$ cat config.mk
export PLATFORM = sky130hd
export DESIGN_NAME = uart_line_modem_status
export DESIGN_NICKNAME = d
export VERILOG_FILES = /design/src/hw/uart_status_pkg.sv /design/src/hw/rx_queue_if.sv /design/src/hw/rx_queue.sv /design/src/hw/uart_line_modem_status.sv
export SDC_FILE = /design/constraint.sdc
export NUM_CORES = 1
export LEC_CHECK = 0
export ABC_AREA = 1
export BUFFER_PORTS_ARGS = -buffer_cell sky130_fd_sc_hd__buf_4
export CAP_MARGIN = 20
export CORE_ASPECT_RATIO = 1.5
export CORE_MARGIN = 4
export CORE_UTILIZATION = 45
export DETAILED_ROUTE_END_ITERATION = 12
export SYNTH_ARGS = -nofsm -noshare
export SYNTH_HDL_FRONTEND = slang
export SYNTH_SLANG_ARGS = --single-unit
$ cat constraint.sdc
create_clock -name mclk_i -period 3 [get_ports mclk_i]
set_input_delay 0.6 -clock mclk_i [delete_from_list [all_inputs] [get_ports mclk_i]]
set_output_delay 0.6 -clock mclk_i [all_outputs]
set_load 0.01 [all_outputs]
$ cat src/hw/uart_status_pkg.sv
// constants and types for the uart line and modem status block
package uart_status_pkg;
   // ----------------------------------------
   // register bus
   // ----------------------------------------
   localparam int ADDR_W = 3;
   localparam logic [2:0] OFS_RX_DATA = 3'h0;
   localparam logic [2:0] OFS_LINE_STATUS = 3'h1;
   localparam logic [2:0] OFS_MODEM_STATUS = 3'h2;
   localparam logic [2:0] OFS_MODEM_CONTROL = 3'h3;
   localparam logic [2:0] OFS_FIFO_CONTROL = 3'h4;
   localparam logic [2:0] OFS_IRQ_STATUS = 3'h5;
   localparam logic [2:0] OFS_IRQ_MASK = 3'h6;
   // ----------------------------------------
   // field positions
   // ----------------------------------------
   localparam int LS_DATA_READY = 0;
   localparam int LS_OVERRUN = 1;
   localparam int LS_PARITY = 2;
   localparam int LS_FRAMING = 3;
   localparam int LS_HOLD_EMPTY = 5;
   localparam int LS_ALL_EMPTY = 6;
   localparam int MC_DTR = 0;
   localparam int MC_RTS = 1;
   localparam int MC_OUT_ONE = 2;
   localparam int MC_OUT_TWO = 3;
   localparam int MC_LOOPBACK = 4;
   localparam int FC_ENABLE = 0;
   localparam int FC_FLUSH = 1;
   // modem bit order inside the 4-bit groups: cts, dsr, ri, cd
   localparam int MS_CTS = 0;
   localparam int MS_DSR = 1;
   localparam int MS_RI = 2;
   localparam int MS_CD = 3;
   localparam int IRQ_W = 5;
   localparam int IS_OVERRUN = 0;
   localparam int IS_PARITY = 1;
   localparam int IS_FRAMING = 2;
   localparam int IS_MODEM = 3;
   localparam int IS_DATA = 4;
   // ----------------------------------------
   // reset values
   // ----------------------------------------
   localparam logic [4:0] MODEM_CONTROL_RST = 5'h00;
   localparam logic [4:0] IRQ_MASK_RST = 5'h00;
   localparam logic [1:0] TX_EMPTY_RST = 2'h3;
   // ----------------------------------------
   // receive queue
   // ----------------------------------------
   localparam int QUEUE_DEPTH = 16;
   localparam int PTR_W = 4;
   localparam int CNT_W = 5;
   localparam logic [4:0] QUEUE_FULL_CNT = 5'h10;
   localparam logic [4:0] HOLD_FULL_CNT = 5'h01;

   typedef struct packed {
      logic framing;
      logic parity;
      logic [7:0] data;
   } rx_word_t;
endpackage : uart_status_pkg

$ cat src/hw/rx_queue_if.sv
// link between the status block and its receive queue
`timescale 1ns/1ps
interface rx_queue_if;
   logic push;
   uart_status_pkg::rx_word_t push_word;
   logic pop;
   logic flush;
   logic fifo_mode;
   uart_status_pkg::rx_word_t head;
   logic full;
   logic empty;

   modport owner (
      output push, push_word, pop, flush, fifo_mode,
      input head, full, empty
   );
   modport queue (
      input push, push_word, pop, flush, fifo_mode,
      output head, full, empty
   );
endinterface : rx_queue_if

$ cat src/hw/rx_queue.sv
// receive queue: 16 entries in fifo mode, one holding entry otherwise
`timescale 1ns/1ps
module rx_queue (
   input wire logic mclk_i,
   input wire logic rstn_i,
   rx_queue_if.queue q
);
   typedef struct packed {
      logic [uart_status_pkg::QUEUE_DEPTH-1:0][9:0] mem;
      logic [uart_status_pkg::PTR_W-1:0] wr_ptr;
      logic [uart_status_pkg::PTR_W-1:0] rd_ptr;
      logic [uart_status_pkg::CNT_W-1:0] count;
   } queue_state_t;

   queue_state_t cur;
   queue_state_t next_cur;
   logic do_push;
   logic do_pop;

   // ----------------------------------------
   // flags and head
   // ----------------------------------------
   assign q.full = q.fifo_mode ? (cur.count == uart_status_pkg::QUEUE_FULL_CNT)
                               : (cur.count == uart_status_pkg::HOLD_FULL_CNT);
   assign q.empty = (cur.count == '0);
   assign q.head = uart_status_pkg::rx_word_t'(cur.mem[cur.rd_ptr]);
   assign do_pop = q.pop && !q.empty;
   assign do_push = q.push && (!q.full || do_pop);

   always_comb begin
      next_cur = cur;
      if (do_push) begin
         next_cur.mem[cur.wr_ptr] = q.push_word;
         next_cur.wr_ptr = cur.wr_ptr + 1'b1;
      end
      if (do_pop) begin
         next_cur.rd_ptr = cur.rd_ptr + 1'b1;
      end
      if (do_push && !do_pop) begin
         next_cur.count = cur.count + 1'b1;
      end else if (do_pop && !do_push) begin
         next_cur.count = cur.count - 1'b1;
      end
      if (q.flush) begin
         next_cur.wr_ptr = '0;
         next_cur.rd_ptr = '0;
         next_cur.count = '0;
      end
   end

   always_ff @(posedge mclk_i) begin
      if (!rstn_i) begin
         cur <= '0;
      end else begin
         cur <= next_cur;
      end
   end
endmodule : rx_queue

$ cat src/hw/uart_line_modem_status.sv
// line status, modem status and interrupt logic of one uart channel
//
// Chosen here: the register offsets and the plain strobed port.
`timescale 1ns/1ps
module uart_line_modem_status (
   input wire logic mclk_i,
   input wire logic rstn_i,
   input wire logic [2:0] addr_i,
   input wire logic [7:0] wdata_i,
   input wire logic wr_i,
   input wire logic rd_i,
   output logic [7:0] rdata_o,
   output logic irq_o,
   output logic modem_irq_o,
   input wire logic rx_char_valid_i,
   input wire logic [7:0] rx_char_i,
   input wire logic rx_parity_bad_i,
   input wire logic rx_stop_bad_i,
   input wire logic tx_hold_empty_i,
   input wire logic tx_all_empty_i,
   input wire logic cd_n_i,
   input wire logic ri_n_i,
   input wire logic dsr_n_i,
   input wire logic cts_n_i,
   output logic dtr_n_o,
   output logic rts_n_o,
   output logic general_output_one_n_o,
   output logic general_output_two_n_o,
   output logic loopback_o
);
   typedef struct packed {
      logic [7:0] rdata;
      logic [4:0] modem_control;
      logic fifo_en;
      logic [4:0] irq_status;
      logic [4:0] irq_mask;
      logic [3:0] delta;
      logic [3:0] prev;
      logic primed;
      logic overrun;
      logic parity_hold;
      logic framing_hold;
      uart_status_pkg::rx_word_t shift;
      logic shift_new;
      logic [1:0] tx_empty;
   } state_t;

   state_t cur;
   state_t next_cur;
   rx_queue_if rxq ();

   logic [3:0] modem_now;
   logic [3:0] delta_set;
   logic [7:0] line_status;
   logic [7:0] modem_status;
   logic loopback;
   logic accept;
   logic overrun_set;
   logic [4:0] irq_set;
   logic rd_rx;
   logic rd_line;
   logic rd_modem;

   rx_queue u_rx_queue (
      .mclk_i(mclk_i),
      .rstn_i(rstn_i),
      .q(rxq.queue)
   );

   // ----------------------------------------
   // modem inputs and loopback
   // ----------------------------------------
   assign loopback = cur.modem_control[uart_status_pkg::MC_LOOPBACK];

   always_comb begin
      if (loopback) begin
         modem_now[uart_status_pkg::MS_CD] =
            cur.modem_control[uart_status_pkg::MC_OUT_TWO];
         modem_now[uart_status_pkg::MS_RI] =
            cur.modem_control[uart_status_pkg::MC_OUT_ONE];
         modem_now[uart_status_pkg::MS_DSR] =
            cur.modem_control[uart_status_pkg::MC_DTR];
         modem_now[uart_status_pkg::MS_CTS] =
            cur.modem_control[uart_status_pkg::MC_RTS];
      end else begin
         modem_now[uart_status_pkg::MS_CD] = ~cd_n_i;
         modem_now[uart_status_pkg::MS_RI] = ~ri_n_i;
         modem_now[uart_status_pkg::MS_DSR] = ~dsr_n_i;
         modem_now[uart_status_pkg::MS_CTS] = ~cts_n_i;
      end
   end

   // either edge on cd, dsr, cts
   assign delta_set[uart_status_pkg::MS_CD] = cur.primed &&
      (modem_now[uart_status_pkg::MS_CD] != cur.prev[uart_status_pkg::MS_CD]);
   assign delta_set[uart_status_pkg::MS_DSR] = cur.primed &&
      (modem_now[uart_status_pkg::MS_DSR] != cur.prev[uart_status_pkg::MS_DSR]);
   assign delta_set[uart_status_pkg::MS_CTS] = cur.primed &&
      (modem_now[uart_status_pkg::MS_CTS] != cur.prev[uart_status_pkg::MS_CTS]);
   // ring pin rising means the status bit falls
   assign delta_set[uart_status_pkg::MS_RI] = cur.primed &&
      cur.prev[uart_status_pkg::MS_RI] && !modem_now[uart_status_pkg::MS_RI];

   // upper bits live, change bits from flops
   assign modem_status = {modem_now, cur.delta};
   assign modem_irq_o = |cur.delta;

   // modem outputs are active low and parked inactive in loopback
   assign dtr_n_o = ~(cur.modem_control[uart_status_pkg::MC_DTR] && !loopback);
   assign rts_n_o = ~(cur.modem_control[uart_status_pkg::MC_RTS] && !loopback);
   assign general_output_one_n_o =
      ~(cur.modem_control[uart_status_pkg::MC_OUT_ONE] && !loopback);
   assign general_output_two_n_o =
      ~(cur.modem_control[uart_status_pkg::MC_OUT_TWO] && !loopback);
   assign loopback_o = loopback;

   // ----------------------------------------
   // receive path
   // ----------------------------------------
   assign rd_rx = rd_i && (addr_i == uart_status_pkg::OFS_RX_DATA);
   assign rd_line = rd_i && (addr_i == uart_status_pkg::OFS_LINE_STATUS);
   assign rd_modem = rd_i && (addr_i == uart_status_pkg::OFS_MODEM_STATUS);

   // a full queue with no rx data read in the same cycle leaves the character in the shift register only
   assign accept = cur.shift_new && (!rxq.full || (rd_rx && !rxq.empty));
   // character done while the queue is full and rx data is not read in that cycle
   assign overrun_set = cur.shift_new && !accept;

   assign rxq.push = accept;
   assign rxq.push_word = cur.shift;
   assign rxq.pop = rd_rx;
   assign rxq.fifo_mode = cur.fifo_en;
   assign rxq.flush = wr_i && (addr_i == uart_status_pkg::OFS_FIFO_CONTROL);

   // ----------------------------------------
   // line status
   // ----------------------------------------
   always_comb begin
      line_status = '0;
      line_status[uart_status_pkg::LS_DATA_READY] = !rxq.empty;
      line_status[uart_status_pkg::LS_OVERRUN] = cur.overrun;
      line_status[uart_status_pkg::LS_PARITY] =
         cur.parity_hold || (!rxq.empty && rxq.head.parity);
      line_status[uart_status_pkg::LS_FRAMING] =
         cur.framing_hold || (!rxq.empty && rxq.head.framing);
      line_status[uart_status_pkg::LS_HOLD_EMPTY] = cur.tx_empty[0];
      line_status[uart_status_pkg::LS_ALL_EMPTY] = cur.tx_empty[1];
   end

   // ----------------------------------------
   // interrupt events
   // ----------------------------------------
   always_comb begin
      irq_set = '0;
      irq_set[uart_status_pkg::IS_OVERRUN] = overrun_set;
      irq_set[uart_status_pkg::IS_PARITY] = accept && cur.shift.parity;
      irq_set[uart_status_pkg::IS_FRAMING] = accept && cur.shift.framing;
      irq_set[uart_status_pkg::IS_MODEM] = |delta_set;
      irq_set[uart_status_pkg::IS_DATA] = accept;
   end

   assign irq_o = |(cur.irq_status & cur.irq_mask);
   assign rdata_o = cur.rdata;

   // ----------------------------------------
   // next state
   // ----------------------------------------
   always_comb begin
      next_cur = cur;
      next_cur.primed = 1'b1;
      next_cur.prev = modem_now;
      next_cur.tx_empty = {tx_all_empty_i, tx_hold_empty_i};

      // newest character always lands in the shift register
      next_cur.shift_new = rx_char_valid_i;
      if (rx_char_valid_i) begin
         next_cur.shift.data = rx_char_i;
         next_cur.shift.parity = rx_parity_bad_i;
         next_cur.shift.framing = rx_stop_bad_i;
      end

      // error flags hold until line_status is read, a new event wins
      if (rd_line) begin
         next_cur.overrun = 1'b0;
         next_cur.parity_hold = 1'b0;
         next_cur.framing_hold = 1'b0;
      end
      if (rd_rx && !rxq.empty) begin
         next_cur.parity_hold = cur.parity_hold || rxq.head.parity;
         next_cur.framing_hold = cur.framing_hold || rxq.head.framing;
         if (rd_line) begin
            next_cur.parity_hold = rxq.head.parity;
            next_cur.framing_hold = rxq.head.framing;
         end
      end
      if (overrun_set) begin
         next_cur.overrun = 1'b1;
      end

      // read clears all change bits, a new change wins
      next_cur.delta = (rd_modem ? 4'h0 : cur.delta) | delta_set;

      // sticky interrupt status, write one to clear, set wins
      next_cur.irq_status = cur.irq_status | irq_set;
      if (wr_i && (addr_i == uart_status_pkg::OFS_IRQ_STATUS)) begin
         next_cur.irq_status = (cur.irq_status & ~wdata_i[4:0]) | irq_set;
      end

      if (wr_i) begin
         unique case (addr_i)
            uart_status_pkg::OFS_MODEM_CONTROL: begin
               next_cur.modem_control = wdata_i[4:0];
            end
            uart_status_pkg::OFS_FIFO_CONTROL: begin
               next_cur.fifo_en = wdata_i[uart_status_pkg::FC_ENABLE];
            end
            uart_status_pkg::OFS_IRQ_MASK: begin
               next_cur.irq_mask = wdata_i[4:0];
            end
            default: begin
            end
         endcase
      end

      next_cur.rdata = '0;
      if (rd_i) begin
         unique case (addr_i)
            uart_status_pkg::OFS_RX_DATA: begin
               next_cur.rdata = rxq.empty ? 8'h00 : rxq.head.data;
            end
            uart_status_pkg::OFS_LINE_STATUS: begin
               next_cur.rdata = line_status;
            end
            uart_status_pkg::OFS_MODEM_STATUS: begin
               next_cur.rdata = modem_status;
            end
            uart_status_pkg::OFS_MODEM_CONTROL: begin
               next_cur.rdata = {3'h0, cur.modem_control};
            end
            uart_status_pkg::OFS_FIFO_CONTROL: begin
               next_cur.rdata = {7'h00, cur.fifo_en};
            end
            uart_status_pkg::OFS_IRQ_STATUS: begin
               next_cur.rdata = {3'h0, cur.irq_status};
            end
            uart_status_pkg::OFS_IRQ_MASK: begin
               next_cur.rdata = {3'h0, cur.irq_mask};
            end
            default: begin
               next_cur.rdata = 8'h00;
            end
         endcase
      end
   end

   // ----------------------------------------
   // state register
   // ----------------------------------------
   always_ff @(posedge mclk_i) begin
      if (!rstn_i) begin
         cur <= '0;
         cur.modem_control <= uart_status_pkg::MODEM_CONTROL_RST;
         cur.irq_mask <= uart_status_pkg::IRQ_MASK_RST;
         // transmitter empty bits read one after reset
         cur.tx_empty <= uart_status_pkg::TX_EMPTY_RST;
      end else begin
         cur <= next_cur;
      end
   end
endmodule : uart_line_modem_status

==> key figures <==
Worst setup path
  – Crit-path cells: inv_1, ha_1, nand3_2, nand2_2, inv_4, nand2_4, nand2_8, nand2_8, inv_4, ha_1, inv_1, nand2_1, nor3_1, o22ai_1, or2_2, a21oi_1
  – Reg2reg start: u_rx_queue.cur[0]
  – Worst EP arrival: 3080 ps
  – CP max FO: 10
  – CP startpoint kind: flop
  – Crit path launch: u_rx_queue.cur[0]
  – Worst EP required: 3430 ps
  – Delay-heaviest family, CP: simple AND/OR/NAND/NOR gates
  – WS Path Type: flop to flop
  – Slowest-stage cell, CP: ha_1
  – CP endpoint kind: flop
  – Max stage delay on crit path: 340 ps
  – Critical path buffer and inverter count: 4

Placement
  – Buffers on Ports: 43
  – Cell Count Post-Placement: 1674
  – Post-Place Setup Slack: 298 ps
  – DP Wirelength: 19300 µm
  – Gpl congestion: 0.878

Synthesis
  – Flops & latches, synth: 222
  – Post-synth EDFFs: 0
  – Synth top area cells: dfxtp_1 43%, a21oi_1 10%, o21ai_0 8.5%, nand2_1 8.0%, nand3_1 7.1%
  – Synth Net Count: 1479
  – Most used DFF post-synth: dfxtp_1
  – FFs w/ async S/R, synth: 0%
  – Mean post-synth cell area: 7.24 µm²
  – Yosys top cell by area: dfxtp_1
  – Yosys top cell area share: 42.7%
  – Yosys warns: 0
  – Sequential share of the synthesized area: 42.7%
  – Distinct cells, synth: 43
  – Synth Cell Area: 10400 µm²
  – Gate Count Post-Synth: 1437

Floorplan
  – Width of the die: 132 µm
  – Die Ht: 194 µm
  – Starting density of the core: 46.1%
  – Die area: 25700 µm²
  – Core area: 22600 µm²
  – Ports: 47
  – Num rows: 67

Clocking
  – Clock latency on the worst-skew pair: 520 ps
  – CTS sink cnt: 222
  – Root buf cell: clkbuf_16
  – Clk slew on worst S/H paths: 60 ps
  – Clk buf depth: 3
  – CTS-repair resized insts: 0
  – CTS Buf Count: 24
  – H-tree levels: 1
  – CTS tree: yes
  – Cts hold-fix bufs: 0
  – Postcts setup bufs: 0

Global route
  – Met3 usage: 3.09%
  – Grt met2 use: 39.8%
  – Initial antenna violation count: 0
  – GRT Total Usage: 23.0%
  – Largest net degree at the start of global routing: 102
  – Vias in the first global route: 8634
  – Gr ovfl total: 0
  – M1 GR Usage: 28.2%
  – Top Usage Layer GRT: met2
  – First-pass GRT wire length: 48000 µm

Timing
  – Final Max Slew Viols: 0
  – Slew of the pin with the lowest slew margin: 1030 ps
  – Fin crit share: 88.2%
  – Tmin final: 2650 ps
  – Fmax: 378 MHz
  – RSZ-0062 raised after global routing: false
  – Worst clock skew: 16.3 ps
  – Final worst setup slack: 355 ps
  – Final Hold Viols: 0
  – Final setup fails: 0
  – Relative slew slack: 31.5%
  – Setup TNS: 0 ps

Detailed routing
  – Detailed-route wire length: 29900 µm
  – Drt drc: 0
  – DRT iter0 DRCs: 567
  – Detail Route Antenna Nets: 0
  – DR vias: 9220
  – Drt via density: 5.37
  – Wire per inst: 17.4 µm
  – First-pass iteration count of the detailed router: 5

Hold path
  – Hold Crit Class: primary input to flop
  – HP Start: tx_hold_empty_i

Cells and area
  – Cell Count, Final, Fillers Out: 1716
  – Layout cells sized above 1: 12.2%
  – Layout Utilization: 51.5%
  – Area delta synth->final: 11.7%
  – Diode count: 0
  – Final nets: 1466
  – Layout filler cell count: 2310

Power
  – Pleak: 4.18 nW
  – Max VDD drop: 0.601 mV
  – Cell Pwr Density: 567 nW/µm²

Outcome
  – Status: complete, no violations

Run
  – Max-cap violations: 0
-- metal layers --
layer	share of wire, %	wire [µm]	vias up
met5	0	0	-
li1	-	-	4720
met1	42	12500	4183
met4	5.0	1480	0
met2	49	14600	235
met3	4.4	1330	82
-- stage by stage --
step,area (µm²),hold slack (ps),power [W]
6_report,11600,265,0.00658
5_1_grt,11600,254,0.00683
4_1_cts,11600,249,0.00665
3_5_place_dp,10800,433,0.00370
3_3_place_gp,10800,429,0.00369
2_1_floorplan,10400,420,0.00350
-- cells in the mapped netlist, types with 2 or more instances --
library cell / n
and2_1: 3
a211oi_1: 3
dfxtp_1: 222
clkbuf_1: 81
a21oi_2: 20
o21ai_0: 176
nor3_1: 7
buf_2: 13
buf_4: 8
nand2_4: 5
buf_8: 2
o22ai_1: 6
nand3_2: 21
o211ai_1: 10
buf_6: 4
a22oi_1: 2
inv_4: 2
a21boi_0: 3
nand2_1: 223
buf_1: 5
inv_1: 156
nand2_8: 2
a21oi_1: 209
nor2_1: 58
o2111ai_1: 2
ha_1: 10
nand2_2: 4
clkinv_1: 4
nand4_1: 12
nand3_1: 148
or2_2: 4
-- path summary, 6_finish.rpt --
| check | endpoint | slack (ps) | cells past startpoint |
|---|---|---|---|
| setup / recovery | u_rx_queue.cur[3] | 350 | 16 |
| hold / removal | cur[0] | 260 | 2 |
| setup reg to reg | u_rx_queue.cur[3] | 350 | 16 |
| hold reg to reg | u_rx_queue.cur[17] | 440 | 2 |
-- kinds of logic after synthesis --
kind of cell               after synthesis  share of synthesized area, %
and+or+nand+nor                        493                          22.5
AOI/OAI and AO/OA                      436                          22.4
adders and majority gates               10                          1.20
DFF                                    222                          42.7
buffers and inverters                  276                          11.1
-- sequential cells by signal, summed over array words and instances, names as in the netlist --
name and cells:
u_rx_queue.cur 173, cur 39, rdata_o 8, loopback_o 1, rxq.fifo_mode 1
-- placed cells by master, fill, tap and decap left out, drive strengths merged, types with 3 or more instances in the layout --
cell and instances:
a21oi 229, a21boi 3, o21ai 178, clkbuf 34, o211ai 10, ha 10, or2 4, and2 3
inv 160, clkinv 8, o22ai 6, dfxtp 222, nand4 12, nand2 234, buf 75, nand3 169
nor2 60, a211oi 3, nor3 8
-- power by group --
group,total [W],internal (W),switching [W],leakage (nW)
registers,0.00311,0.00301,0.0000958,1.80
logic,0.000520,0.000175,0.000345,2.00
clock network,0.00295,0.00175,0.00121,0.387
-- worst register-to-register path, delay by kind of cell, from the launching register on --
family | cells | cell delay, ps
AND/OR/NAND/NOR | 8 | 1160
adder cells (fa/ha/maj) | 2 | 540
AO/OA/AOI/OAI | 2 | 220
flip-flops | 1 | 330
buffers and inverters | 4 | 330
-- area by class of cell --
class | instances | area, µm² | area share [%]
Sequential cell | 222 | 4450 | 38.3
Clock buffer | 34 | 678 | 5.84
Tap cell | 276 | 345 | 2.97
Timing Repair Buffer | 75 | 626 | 5.39
Multi-Input combinational cell | 939 | 4800 | 41.3
Clock inverter | 8 | 105 | 0.905
Inverter | 162 | 613 | 5.28
Power figures use the tool's default switching activity.
